`src/hdl/power_rail_map.svh`:
```
// Register offsets, field positions, reset values and timing counts of the power rail control block.
// ============================================================================
`ifndef POWER_RAIL_MAP_SVH
`define POWER_RAIL_MAP_SVH

// ============================================================================
// Register offsets
`define SUPPLY_ENABLE_OFFSET 8'h03
`define PHASE_MODE_OFFSET 8'h04
`define DVM_DISCHARGE_OFFSET 8'h05
`define CORE_CODE_OFFSET 8'h06

// ============================================================================
// Reset values
`define SUPPLY_ENABLE_RESET 8'hff
`define PHASE_MODE_RESET 8'hb0
`define DVM_DISCHARGE_RESET 8'h40
`define CORE_CODE_PIN_LOW 5'h14
`define CORE_CODE_PIN_HIGH 5'h1e

// ============================================================================
// Field positions
`define EN_FIRST_BUCK_BIT 5
`define EN_SECOND_BUCK_BIT 4
`define EN_CORE_BUCK_BIT 3
`define EN_SECOND_LINEAR_BIT 2
`define EN_FIRST_LINEAR_BIT 1
`define SECOND_PHASE_HI 7
`define SECOND_PHASE_LO 6
`define CORE_PHASE_HI 5
`define CORE_PHASE_LO 4
`define LOW_RIPPLE_BIT 3
`define FORCED_FIXED_FREQUENCY_SECOND_BIT 2
`define FORCED_FIXED_FREQUENCY_FIRST_BIT 1
`define FORCED_FIXED_FREQUENCY_CORE_BIT 0
`define DVT_START_BIT 7
`define CORE_ADJ_BIT 6
`define DIS_SECOND_BIT 2
`define DIS_FIRST_BIT 1
`define DIS_CORE_BIT 0

// ============================================================================
// Timing: one 25 mV code step at the slowest rate of 150 uV/us.
`define CLK_PERIOD_NS 5
`define CORE_STEP_UV 25000
`define SLOWEST_RATE_UV_PER_US 150
`define SLOWEST_STEP_NS (`CORE_STEP_UV * 1000 / `SLOWEST_RATE_UV_PER_US)
`define SLOWEST_STEP_CYCLES (`SLOWEST_STEP_NS / `CLK_PERIOD_NS)
`define PIN_SETTLE_CYCLES 2'h3

`endif

```
`src/hdl/power_rail_pkg.sv`:
```
// Types shared by the power rail control block.
package power_rail_pkg;

    // Slew selection codes, slowest first; the top code jumps at once.
    typedef enum logic [2:0] {
        SLEW_0P15 = 3'h0,
        SLEW_0P3 = 3'h1,
        SLEW_0P6 = 3'h2,
        SLEW_1P2 = 3'h3,
        SLEW_2P4 = 3'h4,
        SLEW_4P8 = 3'h5,
        SLEW_9P6 = 3'h6,
        SLEW_IMMEDIATE = 3'h7
    } slew_sel_t;

    // Stepper states.
    typedef enum logic [0:0] {
        STEP_IDLE = 1'b0,
        STEP_PACE = 1'b1
    } step_state_t;

    // Five-bit core voltage code.
    typedef logic [4:0] core_code_t;

endpackage : power_rail_pkg

```
`src/hdl/core_code_stepper.sv`:
```
// Paced stepper that walks the applied core voltage code toward its target.
`timescale 1ns/1ps
`include "power_rail_map.svh"

module core_code_stepper
    import power_rail_pkg::*;
#(
    parameter int CNT_W = 16,
    parameter int SLOWEST_STEP_CYCLES = `SLOWEST_STEP_CYCLES
) (
    // Clock and reset
    input wire logic clk_i,
    input wire logic rst_n_i,
    // Control
    input wire logic load_default_i,
    input wire core_code_t default_code_i,
    input wire logic run_i,
    input wire core_code_t target_i,
    input wire logic [2:0] slew_i,
    // Status
    output core_code_t code_o,
    output logic reached_o
);

    // ========================================================================
    // Elaboration check
    if (SLOWEST_STEP_CYCLES < 64 || SLOWEST_STEP_CYCLES >= (1 << CNT_W)) begin : g_bad_cycles
        $error("core_code_stepper: step cycle count out of range");
    end

    step_state_t state_q;
    logic [CNT_W-1:0] cnt_q;
    core_code_t code_q;
    logic [CNT_W-1:0] interval;
    slew_sel_t slew;

    // Each faster rate doubles, so the interval halves per code.
    assign slew = slew_sel_t'(slew_i);
    assign interval = CNT_W'(SLOWEST_STEP_CYCLES) >> slew_i;
    assign code_o = code_q;
    assign reached_o = run_i && (code_q == target_i);

    // Pacing and one-code stepping; a default load overrides any transition.
    always_ff @(posedge clk_i or negedge rst_n_i) begin
        if (!rst_n_i) begin
            state_q <= STEP_IDLE;
            cnt_q <= '0;
            code_q <= `CORE_CODE_PIN_LOW;
        end else if (load_default_i) begin
            state_q <= STEP_IDLE;
            cnt_q <= '0;
            code_q <= default_code_i;
        end else begin
            unique case (state_q)
                STEP_IDLE: begin
                    if (run_i && code_q != target_i) begin
                        if (slew == SLEW_IMMEDIATE) begin
                            code_q <= target_i;
                        end else begin
                            state_q <= STEP_PACE;
                            cnt_q <= interval - CNT_W'(1);
                        end
                    end
                end
                STEP_PACE: begin
                    if (!run_i) begin
                        state_q <= STEP_IDLE; // Abort holds the present code.
                    end else if (cnt_q != '0) begin
                        cnt_q <= cnt_q - CNT_W'(1);
                    end else begin
                        state_q <= STEP_IDLE;
                        if (code_q < target_i) begin
                            code_q <= code_q + 5'h01;
                        end else if (code_q > target_i) begin
                            code_q <= code_q - 5'h01;
                        end
                    end
                end
            endcase
        end
    end

endmodule : core_code_stepper

```
`src/hdl/power_rail_control.sv`:
```
// Control registers for three buck converters and two linear regulators.
`timescale 1ns/1ps
`include "power_rail_map.svh"

module power_rail_control
    import power_rail_pkg::*;
#(
    parameter int SLOWEST_STEP_CYCLES = `SLOWEST_STEP_CYCLES
) (
    // Clock and reset
    input wire logic clk_i,
    input wire logic rst_n_i,
    // Register port from the serial engine
    input wire logic [7:0] reg_addr_i,
    input wire logic [7:0] reg_wdata_i,
    input wire logic reg_wr_i,
    input wire logic reg_rd_i,
    output logic [7:0] reg_rdata_o,
    // Slew select from the slew register
    input wire logic [2:0] core_slew_select_i,
    // Device pins and internal monitors (asynchronous)
    input wire logic first_buck_enable_pin_i,
    input wire logic second_buck_enable_pin_i,
    input wire logic core_buck_enable_pin_i,
    input wire logic linear_reg_enable_pin_i,
    input wire logic core_default_select_pin_i,
    input wire logic undervoltage_lockout_i,
    input wire logic warm_reset_pin_n_i,
    input wire logic power_on_reset_output_i,
    input wire logic backup_clock_supply_low_i,
    // Supply enables
    output logic first_buck_on_o,
    output logic second_buck_on_o,
    output logic core_buck_on_o,
    output logic first_linear_reg_on_o,
    output logic second_linear_reg_on_o,
    // Converter modes
    output logic [1:0] first_buck_phase_o,
    output logic [1:0] second_buck_phase_o,
    output logic [1:0] core_buck_phase_o,
    output logic low_ripple_o,
    output logic first_buck_forced_fixed_frequency_o,
    output logic second_buck_forced_fixed_frequency_o,
    output logic core_buck_forced_fixed_frequency_o,
    // Output discharge
    output logic first_buck_discharge_o,
    output logic second_buck_discharge_o,
    output logic core_buck_discharge_o,
    // Core voltage
    output logic core_source_pin_o,
    output logic [4:0] core_code_o,
    output logic dvt_done_o
);

    // ========================================================================
    // Pin synchronisers
    localparam int NSYNC = 9;
    logic [NSYNC-1:0] pin_meta_q;
    logic [NSYNC-1:0] pin_sync_q;
    logic [NSYNC-1:0] pin_raw;

    assign pin_raw = {first_buck_enable_pin_i, second_buck_enable_pin_i, core_buck_enable_pin_i,
                      linear_reg_enable_pin_i, core_default_select_pin_i, undervoltage_lockout_i,
                      warm_reset_pin_n_i, power_on_reset_output_i, backup_clock_supply_low_i};

    // Two flops per pin; idle levels chosen so nothing fires before the pins settle.
    always_ff @(posedge clk_i or negedge rst_n_i) begin
        if (!rst_n_i) begin
            pin_meta_q <= 9'h004;
            pin_sync_q <= 9'h004;
        end else begin
            pin_meta_q <= pin_raw;
            pin_sync_q <= pin_meta_q;
        end
    end

    logic pin_first_en;
    logic pin_second_en;
    logic pin_core_en;
    logic pin_linear_en;
    logic pin_def_sel;
    logic undervoltage_lockout;
    logic warm_reset_n;
    logic por_active;
    logic backup_low;

    assign {pin_first_en, pin_second_en, pin_core_en, pin_linear_en, pin_def_sel, undervoltage_lockout,
            warm_reset_n, por_active, backup_low} = pin_sync_q;

    // ========================================================================
    // Start-up settle counter: the pin-dependent core default is caught only
    // after the synchronisers hold real pin levels.
    logic [1:0] settle_q;

    always_ff @(posedge clk_i or negedge rst_n_i) begin
        if (!rst_n_i) begin
            settle_q <= 2'h0;
        end else if (settle_q != `PIN_SETTLE_CYCLES) begin
            settle_q <= settle_q + 2'h1;
        end
    end

    // ========================================================================
    // Helpers
    function automatic logic wr_hit(input logic [7:0] addr, input logic [7:0] offset, input logic wr);
        wr_hit = wr && (addr == offset);
    endfunction : wr_hit

    // Phase field to delay in quarter switching cycles; 10 is half a cycle.
    function automatic logic [1:0] phase_quarters(input logic [1:0] field);
        phase_quarters = field;
    endfunction : phase_quarters

    logic wr_supply;
    logic wr_phase;
    logic wr_dvm;
    logic wr_core;

    assign wr_supply = wr_hit(reg_addr_i, `SUPPLY_ENABLE_OFFSET, reg_wr_i);
    assign wr_phase = wr_hit(reg_addr_i, `PHASE_MODE_OFFSET, reg_wr_i);
    assign wr_dvm = wr_hit(reg_addr_i, `DVM_DISCHARGE_OFFSET, reg_wr_i);
    assign wr_core = wr_hit(reg_addr_i, `CORE_CODE_OFFSET, reg_wr_i);

    // ========================================================================
    // Supply enable register, bits 5:1 held.
    logic [5:1] supply_enable_control_q;
    logic [5:1] pin_low_force;

    // The shared regulator pin drives both linear regulator bits.
    assign pin_low_force = {~pin_first_en, ~pin_second_en, ~pin_core_en, ~pin_linear_en,
                            ~pin_linear_en};

    // Lockout and a low pin both force ones and win over a host write.
    always_ff @(posedge clk_i or negedge rst_n_i) begin
        if (!rst_n_i) begin
            supply_enable_control_q <= 5'(`SUPPLY_ENABLE_RESET >> 1);
        end else if (undervoltage_lockout) begin
            supply_enable_control_q <= 5'(`SUPPLY_ENABLE_RESET >> 1);
        end else begin
            for (int b = 1; b <= 5; b++) begin
                if (pin_low_force[b]) begin
                    supply_enable_control_q[b] <= 1'b1;
                end else if (wr_supply) begin
                    supply_enable_control_q[b] <= reg_wdata_i[b];
                end
            end
        end
    end

    logic first_on;
    logic core_on;

    assign first_on = supply_enable_control_q[`EN_FIRST_BUCK_BIT] & pin_first_en;
    assign core_on = supply_enable_control_q[`EN_CORE_BUCK_BIT] & pin_core_en;

    // ========================================================================
    // Phase and mode register.
    logic [7:0] converter_phase_mode_control_q;

    always_ff @(posedge clk_i or negedge rst_n_i) begin
        if (!rst_n_i) begin
            converter_phase_mode_control_q <= `PHASE_MODE_RESET;
        end else if (undervoltage_lockout) begin
            converter_phase_mode_control_q <= `PHASE_MODE_RESET;
        end else if (wr_phase) begin
            converter_phase_mode_control_q <= reg_wdata_i;
        end
    end

    // ========================================================================
    // Transition start, source select and discharge register.
    logic dvt_start_q;
    logic core_adj_q;
    logic [2:0] discharge_q;
    logic reached;

    // A host write of one in the same cycle as completion keeps the bit set.
    always_ff @(posedge clk_i or negedge rst_n_i) begin
        if (!rst_n_i) begin
            dvt_start_q <= 1'b0;
        end else if (undervoltage_lockout) begin
            dvt_start_q <= 1'b0;
        end else if (wr_dvm && reg_wdata_i[`DVT_START_BIT]) begin
            dvt_start_q <= 1'b1;
        end else if (reached) begin
            dvt_start_q <= 1'b0;
        end else if (wr_dvm) begin
            dvt_start_q <= 1'b0;
        end
    end

    always_ff @(posedge clk_i or negedge rst_n_i) begin
        if (!rst_n_i) begin
            core_adj_q <= 1'(`DVM_DISCHARGE_RESET >> `CORE_ADJ_BIT);
            discharge_q <= 3'h0;
        end else if (undervoltage_lockout) begin
            core_adj_q <= 1'(`DVM_DISCHARGE_RESET >> `CORE_ADJ_BIT);
            discharge_q <= 3'h0;
        end else if (wr_dvm) begin
            core_adj_q <= reg_wdata_i[`CORE_ADJ_BIT];
            discharge_q <= reg_wdata_i[`DIS_SECOND_BIT:`DIS_CORE_BIT];
        end
    end

    // ========================================================================
    // Core voltage code register (target of a transition).
    core_code_t core_voltage_code_q;
    core_code_t core_default;
    logic core_reset_event;

    assign core_default = pin_def_sel ? `CORE_CODE_PIN_HIGH : `CORE_CODE_PIN_LOW;
    assign core_reset_event = undervoltage_lockout || (!first_on && !core_on) || !warm_reset_n || por_active ||
                              backup_low || (settle_q != `PIN_SETTLE_CYCLES);

    always_ff @(posedge clk_i or negedge rst_n_i) begin
        if (!rst_n_i) begin
            core_voltage_code_q <= `CORE_CODE_PIN_LOW;
        end else if (core_reset_event) begin
            core_voltage_code_q <= core_default;
        end else if (wr_core) begin
            core_voltage_code_q <= reg_wdata_i[4:0];
        end
    end

    // ========================================================================
    // Applied code walks to the target only while the start bit is set.
    core_code_t applied_code;

    core_code_stepper #(
        .CNT_W(16),
        .SLOWEST_STEP_CYCLES(SLOWEST_STEP_CYCLES)
    ) u_stepper (
        .clk_i(clk_i),
        .rst_n_i(rst_n_i),
        .load_default_i(core_reset_event),
        .default_code_i(core_default),
        .run_i(dvt_start_q),
        .target_i(core_voltage_code_q),
        .slew_i(core_slew_select_i),
        .code_o(applied_code),
        .reached_o(reached)
    );

    // ========================================================================
    // Registered outputs.
    always_ff @(posedge clk_i or negedge rst_n_i) begin
        if (!rst_n_i) begin
            first_buck_on_o <= 1'b0;
            second_buck_on_o <= 1'b0;
            core_buck_on_o <= 1'b0;
            first_linear_reg_on_o <= 1'b0;
            second_linear_reg_on_o <= 1'b0;
        end else begin
            first_buck_on_o <= first_on;
            second_buck_on_o <= supply_enable_control_q[`EN_SECOND_BUCK_BIT] & pin_second_en;
            core_buck_on_o <= core_on;
            first_linear_reg_on_o <= supply_enable_control_q[`EN_FIRST_LINEAR_BIT] & pin_linear_en;
            second_linear_reg_on_o <= supply_enable_control_q[`EN_SECOND_LINEAR_BIT] & pin_linear_en;
        end
    end

    // Mode outputs; the first converter is the phase reference.
    always_ff @(posedge clk_i or negedge rst_n_i) begin
        if (!rst_n_i) begin
            first_buck_phase_o <= 2'h0;
            second_buck_phase_o <= 2'h0;
            core_buck_phase_o <= 2'h0;
            low_ripple_o <= 1'b0;
            first_buck_forced_fixed_frequency_o <= 1'b0;
            second_buck_forced_fixed_frequency_o <= 1'b0;
            core_buck_forced_fixed_frequency_o <= 1'b0;
        end else begin
            first_buck_phase_o <= 2'h0;
            second_buck_phase_o <= phase_quarters(
                converter_phase_mode_control_q[`SECOND_PHASE_HI:`SECOND_PHASE_LO]);
            core_buck_phase_o <= phase_quarters(
                converter_phase_mode_control_q[`CORE_PHASE_HI:`CORE_PHASE_LO]);
            low_ripple_o <= converter_phase_mode_control_q[`LOW_RIPPLE_BIT];
            first_buck_forced_fixed_frequency_o <= converter_phase_mode_control_q[`FORCED_FIXED_FREQUENCY_FIRST_BIT];
            second_buck_forced_fixed_frequency_o <= converter_phase_mode_control_q[`FORCED_FIXED_FREQUENCY_SECOND_BIT];
            core_buck_forced_fixed_frequency_o <= converter_phase_mode_control_q[`FORCED_FIXED_FREQUENCY_CORE_BIT];
        end
    end

    // Discharge only acts while the converter is off.
    always_ff @(posedge clk_i or negedge rst_n_i) begin
        if (!rst_n_i) begin
            first_buck_discharge_o <= 1'b0;
            second_buck_discharge_o <= 1'b0;
            core_buck_discharge_o <= 1'b0;
        end else begin
            first_buck_discharge_o <= discharge_q[`DIS_FIRST_BIT] & ~first_on;
            second_buck_discharge_o <= discharge_q[`DIS_SECOND_BIT] &
                ~(supply_enable_control_q[`EN_SECOND_BUCK_BIT] & pin_second_en);
            core_buck_discharge_o <= discharge_q[`DIS_CORE_BIT] & ~core_on;
        end
    end

    // Core source, applied code and a done pulse masked by lockout, all registered.
    always_ff @(posedge clk_i or negedge rst_n_i) begin
        if (!rst_n_i) begin
            core_source_pin_o <= 1'b1;
            core_code_o <= `CORE_CODE_PIN_LOW;
            dvt_done_o <= 1'b0;
        end else begin
            core_source_pin_o <= core_adj_q;
            core_code_o <= applied_code;
            dvt_done_o <= reached && !undervoltage_lockout;
        end
    end

    // ========================================================================
    // Read path; unmapped offsets read zero, undefined bits read zero except enable bits 7:6 and 0, which read one.
    always_ff @(posedge clk_i or negedge rst_n_i) begin
        if (!rst_n_i) begin
            reg_rdata_o <= 8'h00;
        end else if (reg_rd_i) begin
            unique case (reg_addr_i)
                `SUPPLY_ENABLE_OFFSET: reg_rdata_o <= {2'h3, supply_enable_control_q, 1'b1};
                `PHASE_MODE_OFFSET: reg_rdata_o <= converter_phase_mode_control_q;
                `DVM_DISCHARGE_OFFSET: reg_rdata_o <= {dvt_start_q, core_adj_q, 3'h0, discharge_q};
                `CORE_CODE_OFFSET: reg_rdata_o <= {3'h0, core_voltage_code_q};
                default: reg_rdata_o <= 8'h00;
            endcase
        end
    end

endmodule : power_rail_control

```
`config.mk`:
```
export PLATFORM = sky130hd
export DESIGN_NAME = power_rail_control
export DESIGN_NICKNAME = d
export VERILOG_FILES = /design/src/hdl/power_rail_pkg.sv /design/src/hdl/core_code_stepper.sv /design/src/hdl/power_rail_control.sv
export VERILOG_INCLUDE_DIRS = /design/src /design/src/hdl
export SDC_FILE = /design/constraint.sdc
export NUM_CORES = 1
export LEC_CHECK = 0
export ABC_AREA = 1
export BUFFER_PORTS_ARGS = -buffer_cell sky130_fd_sc_hd__buf_2
export CAP_MARGIN = 20
export CORE_MARGIN = 8
export CORE_UTILIZATION = 58
export CTS_CLUSTER_DIAMETER = 80
export CTS_CLUSTER_SIZE = 16
export DETAILED_ROUTE_END_ITERATION = 8
export PLACE_DENSITY = 0.87
export REMOVE_ABC_BUFFERS = 1
export SETUP_SLACK_MARGIN = 0.1
export SYNTH_ARGS = -nofsm -noshare
export SYNTH_HDL_FRONTEND = slang
export SYNTH_SLANG_ARGS = --single-unit
```
`constraint.sdc`:
```
create_clock -name clk_i -period 2.7 [get_ports clk_i]
set_input_delay 0.405 -clock clk_i [delete_from_list [all_inputs] [get_ports clk_i]]
set_output_delay 0.405 -clock clk_i [all_outputs]
set_load 0.01 [all_outputs]
```
; ---- Word level (Yosys, flattened, before mapping)
; Index checks and enable logic that the tools add are counted.
[op_classes]
addsub = 5
n_mul = 0
n_div = 0
order_cmp = 2
n_eq_ne = 19
n_shift = 1
mux = 45
bitwise_logic = 12
n_reduce_logical = 25
[op_table]
columns = operator, count
row1 = two-way mux 16 bit, 5
row2 = two-way mux 5 bit, 10
row3 = one-hot mux 16 bit (2 select lines), 1
row4 = one-hot mux 8 bit (4 select lines), 1
row5 = subtractor 16 x 1 -> 16 bit (second input constant), 2
row6 = == test 8 x 3 -> 1 bit (second input constant), 3
row7 = two-way mux 1 bit, 21
row8 = != test 3 x 2 -> 1 bit (second input constant), 6
row9 = two-way mux 8 bit, 2
row10 = nonzero test 16 bit, 1
row11 = right shift 16 x 3 -> 16 bit (first input constant), 1
row12 = != test 3 bit (second input constant), 4
row13 = one-hot mux 5 bit (2 select lines), 1
row14 = logical AND 1 bit, 9
row15 = AND 1 bit, 8
row16 = == test 8 x 2 -> 1 bit (second input constant), 1
row17 = two-way mux 3 bit, 2
row18 = nonzero test 2 bit, 3
row19 = adder 5 x 1 -> 5 bit (second input constant), 1
row20 = == test 5 bit, 1
row21 = > comparator 5 bit, 1
row22 = logical OR 1 bit, 5
row23 = less-than comparator 5 bit, 1
row24 = != test 5 bit, 1
row25 = other kinds (12), 18
[totals]
reg_bits = 96
latchBits = 0
ramBits = 0
romBits = 0
wordCells = 142
mem_count = 0

; ---- Depth between registers and ports, before layout
; Gate-level depths: netlist (run 1).
[logic_depth]
depth_word = 10
ltp_mapped = 17
depth_no_buf = 17

; ---- By module
; A second synthesis (run 1) with hierarchy kept.
[hier_totals]
cells_unflattened = 604
area_unflattened_um2 = 5043.6
[by_module_without_submodules]
columns = mod, instances, cells_per_inst, area_each_um2, seq_area_each_um2
row1 = power_rail_control, 1, 276, 2845.2, 1871.8
row2 = core_code_stepper, 1, 328, 2198.4, 553.0

; ---- Least setup slack after synthesis (run 1)
; Ideal clock, no wire load.
[synth_path]
path_kind = reg-to-reg
startpoint = register core_voltage_code_q[4]
endpoint = register u_stepper.code_q[4] (netlist: u_stepper.code_o[4])
arrival_ps = 2289
required_time_ps = 2624
path_slack_ps = 335
stages_incl_launch_ff = 18
cell_sequence = dfstp_2 > inv_1 > ha_1 > nand2_1 > nor2_1 > nand2_1 > nand3_1 > inv_1 > fa_1 > inv_1 > nand3_1 > nand2_1 > xor2_1 > nand2_1 > nand3_1 > nand2_1 > nand2_1 > nand2_1
[synth_via]
elab_chain_cells = 6
word_cells_on_any_way = 14
[synth_lines]
columns = item, line_no
row1 = "start, declared", power_rail_control.sv:207  ; core_code_t core_voltage_code_q;
row2 = "start signal, assigned", power_rail_control.sv:217  ; core_voltage_code_q <= `CORE_CODE_PIN_LOW;
row3 = "start signal, assigned", power_rail_control.sv:219  ; core_voltage_code_q <= core_default;
row4 = "start signal, assigned", power_rail_control.sv:221  ; core_voltage_code_q <= reg_wdata_i[4:0];
row5 = less-than comparator 5 bit, core_code_stepper.sv:72  ; if (code_q < target_i) begin
row6 = two-way mux 5 bit, core_code_stepper.sv:72
row7 = two-way mux 5 bit, core_code_stepper.sv:68  ; end else if (cnt_q != '0) begin
row8 = two-way mux 5 bit, core_code_stepper.sv:66  ; if (!run_i) begin
row9 = one-hot mux 5 bit (2 select lines), core_code_stepper.sv:54  ; unique case (state_q)
row10 = two-way mux 5 bit, core_code_stepper.sv:49  ; end else if (load_default_i) begin
row11 = "end signal, assigned", core_code_stepper.sv:48  ; code_q <= `CORE_CODE_PIN_LOW;
row12 = "end signal, assigned", core_code_stepper.sv:52  ; code_q <= default_code_i;
row13 = "end signal, assigned", core_code_stepper.sv:58  ; code_q <= target_i;
row14 = "end, declared", core_code_stepper.sv:33  ; core_code_t code_q;
; Parallel ways exist; a longest one is shown, timed or not. The select of a mux whose other input is x is not followed.
; A chain may end at the register's enable or synchronous reset.

; ---- Final worst setup path (run 1)
[layout_path]
startpoint = register core_voltage_code_q[2]
endpoint = register u_stepper.code_q[4] (netlist: u_stepper.code_o[4])
; Same word-level chain as after synthesis.

==> impl_summary.txt, run 1 <==
----------------------------------------------------
[Outcome]
  Result of the run ... complete, no violations

[Critical path]
  Critical Path Fanout Max ... 6
  Launching element type of the critical path ... flop
  Critical path data required time ... roughly 3 ns
  Slowest cell delay on critical path ... ~0.54 ns
  Slowest library cell on the worst path ... sky130_fd_sc_hd__dfstp_2
  Data arrival time at the worst-slack endpoint ... between 2 and 3 ns
  List of cells traversed by the critical path ... inv_2 -> ha_4 -> nand2_1 -> nor2_4 -> nand2_2 -> nand3_4 -> inv_1 -> fa_1 -> inv_2 -> nand3_1 -> nand2_2 -> xor2_1 -> nand2_1 -> nand3_1 -> nand2_1 -> nand2_1 -> nand2_1
  Critical path class ... flop to flop
  Endpoint type of the worst setup path ... flop
  Library cell appearing most often on the critical path ... sky130_fd_sc_hd__nand2_1

[Final layout]
  Area growth syn-to-layout ... 13.4%
  N_diodes ... 0
  Commonest cells after routing, fill and taps aside ... sky130_fd_sc_hd__nand2_1 (186), sky130_fd_sc_hd__dfrtp_1 (78), sky130_fd_sc_hd__buf_2 (61)
  Count of nets after finishing ... around 680
  Most frequent standard cell in the layout excluding fill and tap cells ... sky130_fd_sc_hd__nand2_1
  Fillers ... a little under 700
  Post-layout utilization of the core ... between 60% and 70%
  Layout cell share with drive strength beyond 1 ... roughly 22%

[Clocking]
  Hold Buf Count CTS ... 0
  CTS Buf Count ... 9
  Insertion delay to the later sink of the worst-skew pair ... 0.37 ns
  Post-CTS setup buffer count ... 0
  CTS clk-pin slew, worst paths ... ~0.1 ns
  CTS tree ... built
  Number of H-tree levels ... 3
  Root buffer cell ... sky130_fd_sc_hd__clkbuf_8
  CTS Sinks ... 96
  Clk buf depth ... 2

[Logic synthesis]
  Seq/Total Area, Yosys ... between 50% and 60%
  Area leader, netlist ... sky130_fd_sc_hd__dfrtp_1
  Multiplexer fraction of the synthesized cell area ... less than 1%
  Top flip-flop cell by instance count after synthesis ... sky130_fd_sc_hd__dfrtp_1
  Async set-or-reset flop fraction in the synthesized netlist ... 100%
  Synth Area in Compound Gates ... 7.84%
  Main combinational cell family by area after synthesis ... simple AND/OR/NAND/NOR gates
  Synth area leaders ... sky130_fd_sc_hd__dfrtp_1 (41%), sky130_fd_sc_hd__nand2_1 (15%), sky130_fd_sc_hd__dfstp_2 (9.9%)
  Cell Area, Synth ... roughly 0.0048 mm²
  Share of synthesized cell area in full adder, half adder and majority cells ... 4.08%
  Count of unique library cells instantiated by Yosys ... 41
  Post-synthesis cell count ... ~570
  Average footprint of a synthesized cell ... between 8 and 9 µm²
  EDFF count, synth ... 0
  XOR/XNOR share of the synthesized area ... between 1.5 and 2%
  Proportion of netlist area held by the largest area contributor ... around 40%
  #FFs+latches synth ... between 90 and 100
  Number of warning messages in the yosys log ... 0
  Simple logic cell fraction of the synthesized area ... about 28%

[Timing]
  Setup repair after global routing missed its margin ... no
  Count of endpoints failing hold in the final timing report ... 0
  Sum of negative setup slack ... 0 ns
  Final cycle utilization of the critical path ... between 90% and 100%
  Remaining max-slew budget at the tightest pin ... about three fifths
  Finish-stage setup viols ... 0
  Maximum frequency from static timing analysis ... roughly 400 MHz
  Number of max-slew violations in the final report ... 0
  Final setup skew ... 0.0136 ns
  Transition time of the tightest slew-check pin ... approximately 0.6 ns
  Minimum clock period ... around 2.5 ns

[Route]
  First-pass iteration count of the detailed router ... 5
  Top layer in use ... met4
  Via count ... approximately 3900
  Routed length on met1 ... slightly below 5000 µm
  Drt drc ... 0
  Wire length per cell ... ~15 µm
  Post-DRT Antenna Nets ... 0
  Initial detailed-routing violation count ... 190
  Met2 routed wirelength ... 5320 µm
  Met3 routed wirelength ... 843 µm
  Routed vias/inst ... ~5.3
  Detailed-route wire length ... around 11000 µm

[Floorplanning]
  Effective utilization at floorplan ... roughly 60%
  Vert. Die Dim ... 107 µm
  Number of cell rows ... 33
  Die extent in x ... around 110 µm
  Number of top-level pins ... 65
  Area inside the core boundary ... around 0.008 mm²
  Full die area ... 0.0114 mm²

[Power and ir drop]
  Power per cell area ... roughly 500 mW/mm²
  Maximum resistive drop on vdd ... ~300 µV
  Lkg Pwr ... ~0.0028 µW

[GRT]
  GRT Residual Overflow ... 0
  GRT Total Usage ... 20.5%
  Maximum number of pins on one net before global-route repair ... 50
  Number of antenna violations at the first check in global routing ... 0
  Vias in the first global route ... 4031
  First-pass GRT wire length ... approximately 19000 µm

[Place]
  Gp weighted congestion ... about 0.94
  # port buffers ... 62
  HPWL after detailed placement ... approximately 8300 µm

[Run]
  Max-cap check violation count ... 0

[Hold path]
  Class of the tightest hold or removal check ... input port to asynchronous set/reset pin

----------------------------------------------------
where the power goes:
part | switching [µW] | internal, µW
Combinational | 239 | 123
Clock | 528 | 346
Sequential | 18.8 | 1480
Total | 786 | 1950
metal layers:
| layer | vias up | track usage [%] |
|---|---|---|
| met5 | - | 0 |
| met4 | 0 | 8.44 |
| met3 | 27 | 4.08 |
| met2 | 147 | 32.5 |
| met1 | 1832 | 27.0 |
| li1 | 1934 | - |
flip-flops by register name, summed over array words and instances, names as in the netlist, 2 cells and up:
name,count
core_code_o,5
u_stepper.cnt_q,16
pin_sync_q,9
core_voltage_code_q,5
converter_phase_mode_control_q,8
pin_meta_q,9
supply_enable_control_q,5
reg_rdata_o,8
second_buck_phase_o,2
u_stepper.code_o,5
core_buck_phase_o,2
discharge_q,3
settle_q,2
kinds of logic after synthesis:
logic type / after synthesis
other: 1
and+or+nand+nor: 299
muxes: 1
adders and majority gates: 15
buffers and inverters: 81
AOI/OAI and AO/OA: 66
xor gates and xnor gates: 9
DFF: 96
critical path, delay by kind of cell (launching register included):
family / cells / cell delay [ns]
buffers and inverters: 3 / 0.21
XOR/XNOR: 1 / 0.17
adder cells (fa/ha/maj): 2 / 0.63
AND/OR/NAND/NOR: 11 / 0.91
flip-flops: 1 / 0.54
cells in the mapped netlist, types with 2 or more instances:
library cell and instances:
sky130_fd_sc_hd__nor2_1 38, sky130_fd_sc_hd__o22ai_1 6, sky130_fd_sc_hd__inv_2 5, sky130_fd_sc_hd__dfrtp_1 78
sky130_fd_sc_hd__xor2_1 4, sky130_fd_sc_hd__inv_1 63, sky130_fd_sc_hd__xnor2_1 5, sky130_fd_sc_hd__o21ai_0 30
sky130_fd_sc_hd__nor2_2 4, sky130_fd_sc_hd__nand3_1 40, sky130_fd_sc_hd__o211ai_1 2, sky130_fd_sc_hd__a21oi_1 16
sky130_fd_sc_hd__nand3_2 6, sky130_fd_sc_hd__nand4_1 3, sky130_fd_sc_hd__o21bai_1 2, sky130_fd_sc_hd__nor3_1 4
sky130_fd_sc_hd__dfstp_2 18, sky130_fd_sc_hd__nor2_4 3, sky130_fd_sc_hd__ha_1 14, sky130_fd_sc_hd__nand3b_1 2
sky130_fd_sc_hd__nand2_2 4, sky130_fd_sc_hd__buf_6 3, sky130_fd_sc_hd__o21ai_1 6, sky130_fd_sc_hd__nand2_1 189
sky130_fd_sc_hd__buf_4 7
cell type report:
type                       instances  area (µm²)  share of cell area, %
timing repair buffer              67         363                   6.69
clock buffer                      11         131                   2.42
tap                              105         131                   2.42
inverter                          69         259                   4.77
sequential                        96        2420                   44.7
multi-input combinational        392        2080                   38.3
clock inverter                     5        41.3                  0.761
worst paths after layout:
check / cells past startpoint / slack (ns) / end / startpoint
worst max-delay path: 17 / 0.16 / u_stepper.code_o[4]$_DFFE_PN1P_ / core_voltage_code_q[2]$_DFFE_PN1P_
worst min-delay path: 1 / 0.04 / converter_phase_mode_control_q[1]$_DFFE_PN0P_ / rst_n_i
worst max register to register: 17 / 0.16 / u_stepper.code_o[4]$_DFFE_PN1P_ / core_voltage_code_q[2]$_DFFE_PN1P_
worst min register to register: 0 / 0.35 / pin_sync_q[5]$_DFF_PN0_ / pin_meta_q[5]$_DFF_PN0_
max in group asynchronous: 2 / 1.93 / core_code_o[2]$_DFF_PN1_ / rst_n_i
min in group clk_i: 1 / 0.13 / pin_meta_q[2]$_DFF_PN1_ / warm_reset_pin_n_i
metrics by stage:
| step | total power [µW] | std cells | area [µm²] | worst slack, ns | hold WS (ns) |
|---|---|---|---|---|---|
| after floorplan | 1730 | 557 | 4700 | 0.320 | 0.109 |
| after global placement | 1850 | 729 | 5190 | 0.188 | 0.334 |
| after detailed placement | 1860 | 729 | 5190 | 0.0468 | 0.335 |
| after CTS | 2720 | 745 | 5370 | 0.118 | 0.0558 |
| final | 2730 | 745 | 5430 | 0.159 | 0.0429 |
| after global routing | 2860 | 745 | 5430 | 0.00374 | 0.0832 |
what timing repair did:
action	4_1_cts	5_1_grt
resized for setup	1	13
hold endpoints to repair	0	0
pin swaps	0	5
cloned	0	0
endpoints found under the setup margin	1	3
Power figures use the tool's default switching activity.
==> run 2, diff against run 1 <==
--- a/config.mk
+++ b/config.mk
@@ -9,12 +9,12 @@
 export ABC_AREA = 1
 export BUFFER_PORTS_ARGS = -buffer_cell sky130_fd_sc_hd__buf_2
 export CAP_MARGIN = 20
-export CORE_MARGIN = 8
+export CORE_MARGIN = 5
 export CORE_UTILIZATION = 58
 export CTS_CLUSTER_DIAMETER = 80
 export CTS_CLUSTER_SIZE = 16
 export DETAILED_ROUTE_END_ITERATION = 8
-export PLACE_DENSITY = 0.87
+export PLACE_DENSITY = 0.8
 export REMOVE_ABC_BUFFERS = 1
 export SETUP_SLACK_MARGIN = 0.1
 export SYNTH_ARGS = -nofsm -noshare
==> impl_summary.txt, run 2 (synthesis gave the netlist of run 1 again) <==
----------------------------------------------------
[Outcome]
  Result of the run ... complete, no violations (unchanged)

[Place]
  # port buffers ... 62 (unchanged)
  Pre-CTS setup slack ... 0.0669 ns (was 0.0468 ns)
  HPWL after detailed placement ... 8210 µm (was 8340 µm)
  Gp weighted congestion ... 0.913 (was 0.937)

[Clocking]
  Number of H-tree levels ... 3 (unchanged)
  CTS Sinks ... 96 (unchanged)
  CTS clk-pin slew, worst paths ... 0.10 ns (about the same)
  CTS tree ... built (unchanged)
  Clk buf depth ... 2 (unchanged)
  Root buffer cell ... sky130_fd_sc_hd__clkbuf_8 (unchanged)
  CTS Buf Count ... 9 (unchanged)
  Insertion delay to the later sink of the worst-skew pair ... 0.36 ns (was 0.37 ns)

[Critical path]
  Worst path top cell family by delay ... simple AND/OR/NAND/NOR gates (unchanged)
  List of cells traversed by the critical path ... inv_1 -> ha_4 -> nand2_1 -> inv_1 -> o21bai_2 -> nand3_4 -> ha_1 -> a21oi_1 -> nand2_2 -> xor2_1 -> nand2_1 -> nand3_1 -> nand2_1 -> nand2_1 -> nand2_1 (was inv_2 -> ha_4 -> nand2_1 -> nor2_4 -> nand2_2 -> nand3_4 -> inv_1 -> fa_1 -> inv_2 -> nand3_1 -> nand2_2 -> xor2_1 -> nand2_1 -> nand3_1 -> nand2_1 -> nand2_1 -> nand2_1)
  Endpoint type of the worst setup path ... flop (unchanged)
  Critical path buffer and inverter count ... 2 (was 3)
  Data arrival time at the worst-slack endpoint ... 2.73 ns (was 2.84 ns)
  Critical Path Fanout Max ... 6 (unchanged)
  Slowest cell delay on critical path ... 0.53 ns (was 0.54 ns)
  Library cell appearing most often on the critical path ... sky130_fd_sc_hd__nand2_1 (unchanged)
  Critical path class ... flop to flop (unchanged)
  Critical path data required time ... 3.01 ns (was 3.00 ns)
  Logic depth of the worst register-to-register path ... 15 (was 17)
  Slowest library cell on the worst path ... sky130_fd_sc_hd__dfstp_2 (unchanged)
  Levels on crit path ... 15 (was 17)
  Launching element type of the critical path ... flop (unchanged)

[Power and ir drop]
  Power per cell area ... 505 mW/mm² (was 504 mW/mm²)
  Part of the power in combinational logic ... 12.9% (was 13.3%)
  Fraction of power spent switching nets ... 28.1% (was 28.7%)
  Switching power total ... 771 µW (was 786 µW)
  Maximum resistive drop on vdd ... 420 µV (was 301 µV)
  Part of the total power dissipated in the clock network ... 32.7% (was 32.0%)
  Lkg Pwr ... 0.00287 µW (was 0.00285 µW)
  Sequential share of power ... 54.5% (was 54.8%)
  Internal power summed over all cells ... 1980 µW (was 1950 µW)

[Timing]
  Remaining max-slew budget at the tightest pin ... 57.0% (was 60.0%)
  Maximum frequency from static timing analysis ... 413 MHz (was 394 MHz)
  Finish-stage setup viols ... 0 (unchanged)
  Transition time of the tightest slew-check pin ... 0.645 ns (was 0.600 ns)
  Fin worst setup slack ... 0.281 ns (was 0.159 ns)
  Count of endpoints failing hold in the final timing report ... 0 (unchanged)
  Sum of negative setup slack ... 0 ns (unchanged)
  Final setup skew ... 0.0108 ns (was 0.0136 ns)
  Final cycle utilization of the critical path ... 89.6% (was 94.1%)
  Minimum clock period ... 2.42 ns (was 2.54 ns)
  Setup repair after global routing missed its margin ... no (unchanged)
  Number of max-slew violations in the final report ... 0 (unchanged)

[Final layout]
  Count of nets after finishing ... 684 (was 682)
  Area growth syn-to-layout ... 13.7% (was 13.4%)
  Largest registers in the final layout ... u_stepper.cnt_q x16, pin_meta_q x9, pin_sync_q x9 (unchanged)
  Commonest cells after routing, fill and taps aside ... sky130_fd_sc_hd__nand2_1 (187), sky130_fd_sc_hd__dfrtp_1 (78), sky130_fd_sc_hd__inv_1 (61), sky130_fd_sc_hd__buf_2 (61), sky130_fd_sc_hd__nand3_1 (39) (was sky130_fd_sc_hd__nand2_1 (186), sky130_fd_sc_hd__dfrtp_1 (78), sky130_fd_sc_hd__buf_2 (61))
  Layout cell share with drive strength beyond 1 ... 22.3% (was 22.0%)
  Register containing the most flip-flops in the final layout ... u_stepper.cnt_q (unchanged)
  Number of flip-flops in the largest register ... 16 (unchanged)
  N_diodes ... 0 (unchanged)
  Most frequent standard cell in the layout excluding fill and tap cells ... sky130_fd_sc_hd__nand2_1 (unchanged)

[Run]
  Max-cap check violation count ... 0 (unchanged)

[Floorplanning]
  Effective utilization at floorplan ... 58.9% (was 59.2%)
  Number of cell rows ... 33 (unchanged)
  Vert. Die Dim ... 101 µm (was 107 µm)
  Full die area ... 0.0102 mm² (was 0.0114 mm²)
  Number of top-level pins ... 65 (unchanged)
  Area inside the core boundary ... 0.00813 mm² (was 0.00809 mm²)
  Die extent in x ... 101 µm (was 107 µm)

[Route]
  Routed vias/inst ... 5.39 (was 5.29)
  Initial detailed-routing violation count ... 202 (was 190)
  Wire length per cell ... 14.7 µm (was 15.1 µm)
  First-pass iteration count of the detailed router ... 5 (unchanged)
  Via count ... 4025 (was 3940)
  Detailed-route wire length ... 10900 µm (was 11200 µm)
  Post-DRT Antenna Nets ... 0 (unchanged)
  Drt drc ... 0 (unchanged)

[GRT]
  Vias in the first global route ... 4031 (unchanged)
  First-pass GRT wire length ... 18600 µm (was 18900 µm)
  GRT Residual Overflow ... 0 (unchanged)
  GRT Total Usage ... 22.9% (was 20.5%)
  Number of antenna violations at the first check in global routing ... 0 (unchanged)
  Maximum number of pins on one net before global-route repair ... 52 (was 50)

[Hold path]
  Class of the tightest hold or removal check ... input port to asynchronous set/reset pin (unchanged)

----------------------------------------------------
==> run 2: metrics by stage <==
| stage | std cells | area [µm²] | utilization [%] | power, µW | hold WS (ns) |
|---|---|---|---|---|---|
| final | 747 | 5440 | 66.9 | 2750 | 0.0583 |
| after global placement | 730 | 5200 | 63.9 | 1850 | 0.333 |
| after detailed placement | 730 | 5200 | 63.9 | 1860 | 0.336 |
| after global routing | 747 | 5440 | 66.9 | 2870 | 0.112 |
| after floorplan | 557 | 4700 | - | 1730 | 0.109 |
| after CTS | 746 | 5390 | 66.3 | 2740 | 0.0858 |
==> run 2: worst register-to-register path, stage by stage (launching register included) <==
cell and delay, ns:
sky130_fd_sc_hd__dfstp_2 0.53, sky130_fd_sc_hd__inv_1 0.09, sky130_fd_sc_hd__ha_4 0.26, sky130_fd_sc_hd__nand2_1 0.09, sky130_fd_sc_hd__inv_1 0.06, sky130_fd_sc_hd__o21bai_2 0.15
sky130_fd_sc_hd__nand3_4 0.12, sky130_fd_sc_hd__ha_1 0.33, sky130_fd_sc_hd__a21oi_1 0.20, sky130_fd_sc_hd__nand2_2 0.10, sky130_fd_sc_hd__xor2_1 0.14, sky130_fd_sc_hd__nand2_1 0.06
sky130_fd_sc_hd__nand3_1 0.07, sky130_fd_sc_hd__nand2_1 0.06, sky130_fd_sc_hd__nand2_1 0.05, sky130_fd_sc_hd__nand2_1 0.06
==> run 2: layout make-up <==
cell class              instances  area [µm²]
clock buffers                  11         141
clock inverters                 5        45.0
fillers                       669        2690
inverters                      69         259
multi-input cells             392        2060
flip-flops and latches         96        2420
well taps                     105         131
repair buffers                 69         378
==> run 2: power groups by stage <==
| stage | registers (µW) | logic [µW] | clock network, µW |
|---|---|---|---|
| 5_1_grt | 1500 | 400 | 965 |
| 6_report | 1500 | 353 | 898 |
| 2_1_floorplan | 1530 | 202 | 0 |
| 3_5_place_dp | 1520 | 334 | 0 |
| 3_3_place_gp | 1520 | 327 | 0 |
| 4_1_cts | 1500 | 338 | 905 |
==> run 2: path summary, 6_finish.rpt <==
path,slack (ns),startpoint,end
max,0.28,core_voltage_code_q[2]$_DFFE_PN1P_,u_stepper.code_o[4]$_DFFE_PN1P_
min,0.06,rst_n_i,reg_rdata_o[7]$_DFFE_PN0P_
max reg2reg,0.28,core_voltage_code_q[2]$_DFFE_PN1P_,u_stepper.code_o[4]$_DFFE_PN1P_
min reg2reg,0.36,pin_meta_q[5]$_DFF_PN0_,pin_sync_q[5]$_DFF_PN0_
max in group asynchronous,1.93,rst_n_i,pin_meta_q[2]$_DFF_PN1_
min in group clk_i,0.13,warm_reset_pin_n_i,pin_meta_q[2]$_DFF_PN1_
==> run 2: what timing repair did <==
| action | CTS | global route |
|---|---|---|
| gates resized for setup | 1 | 10 |
| hold buffers | 0 | 0 |
| setup endpoints to repair | 1 | 3 |
| pin swaps | 0 | 3 |
| buffers inserted | 0 | 1 |
==> run 2: metal layers <==
metal	routed length, µm	vias up	track usage, %
met5	0	-	0
met4	208	0	7.77
met3	772	22	2.98
met2	5290	156	37.9
met1	4670	1907	31.3
li1	-	1940	-
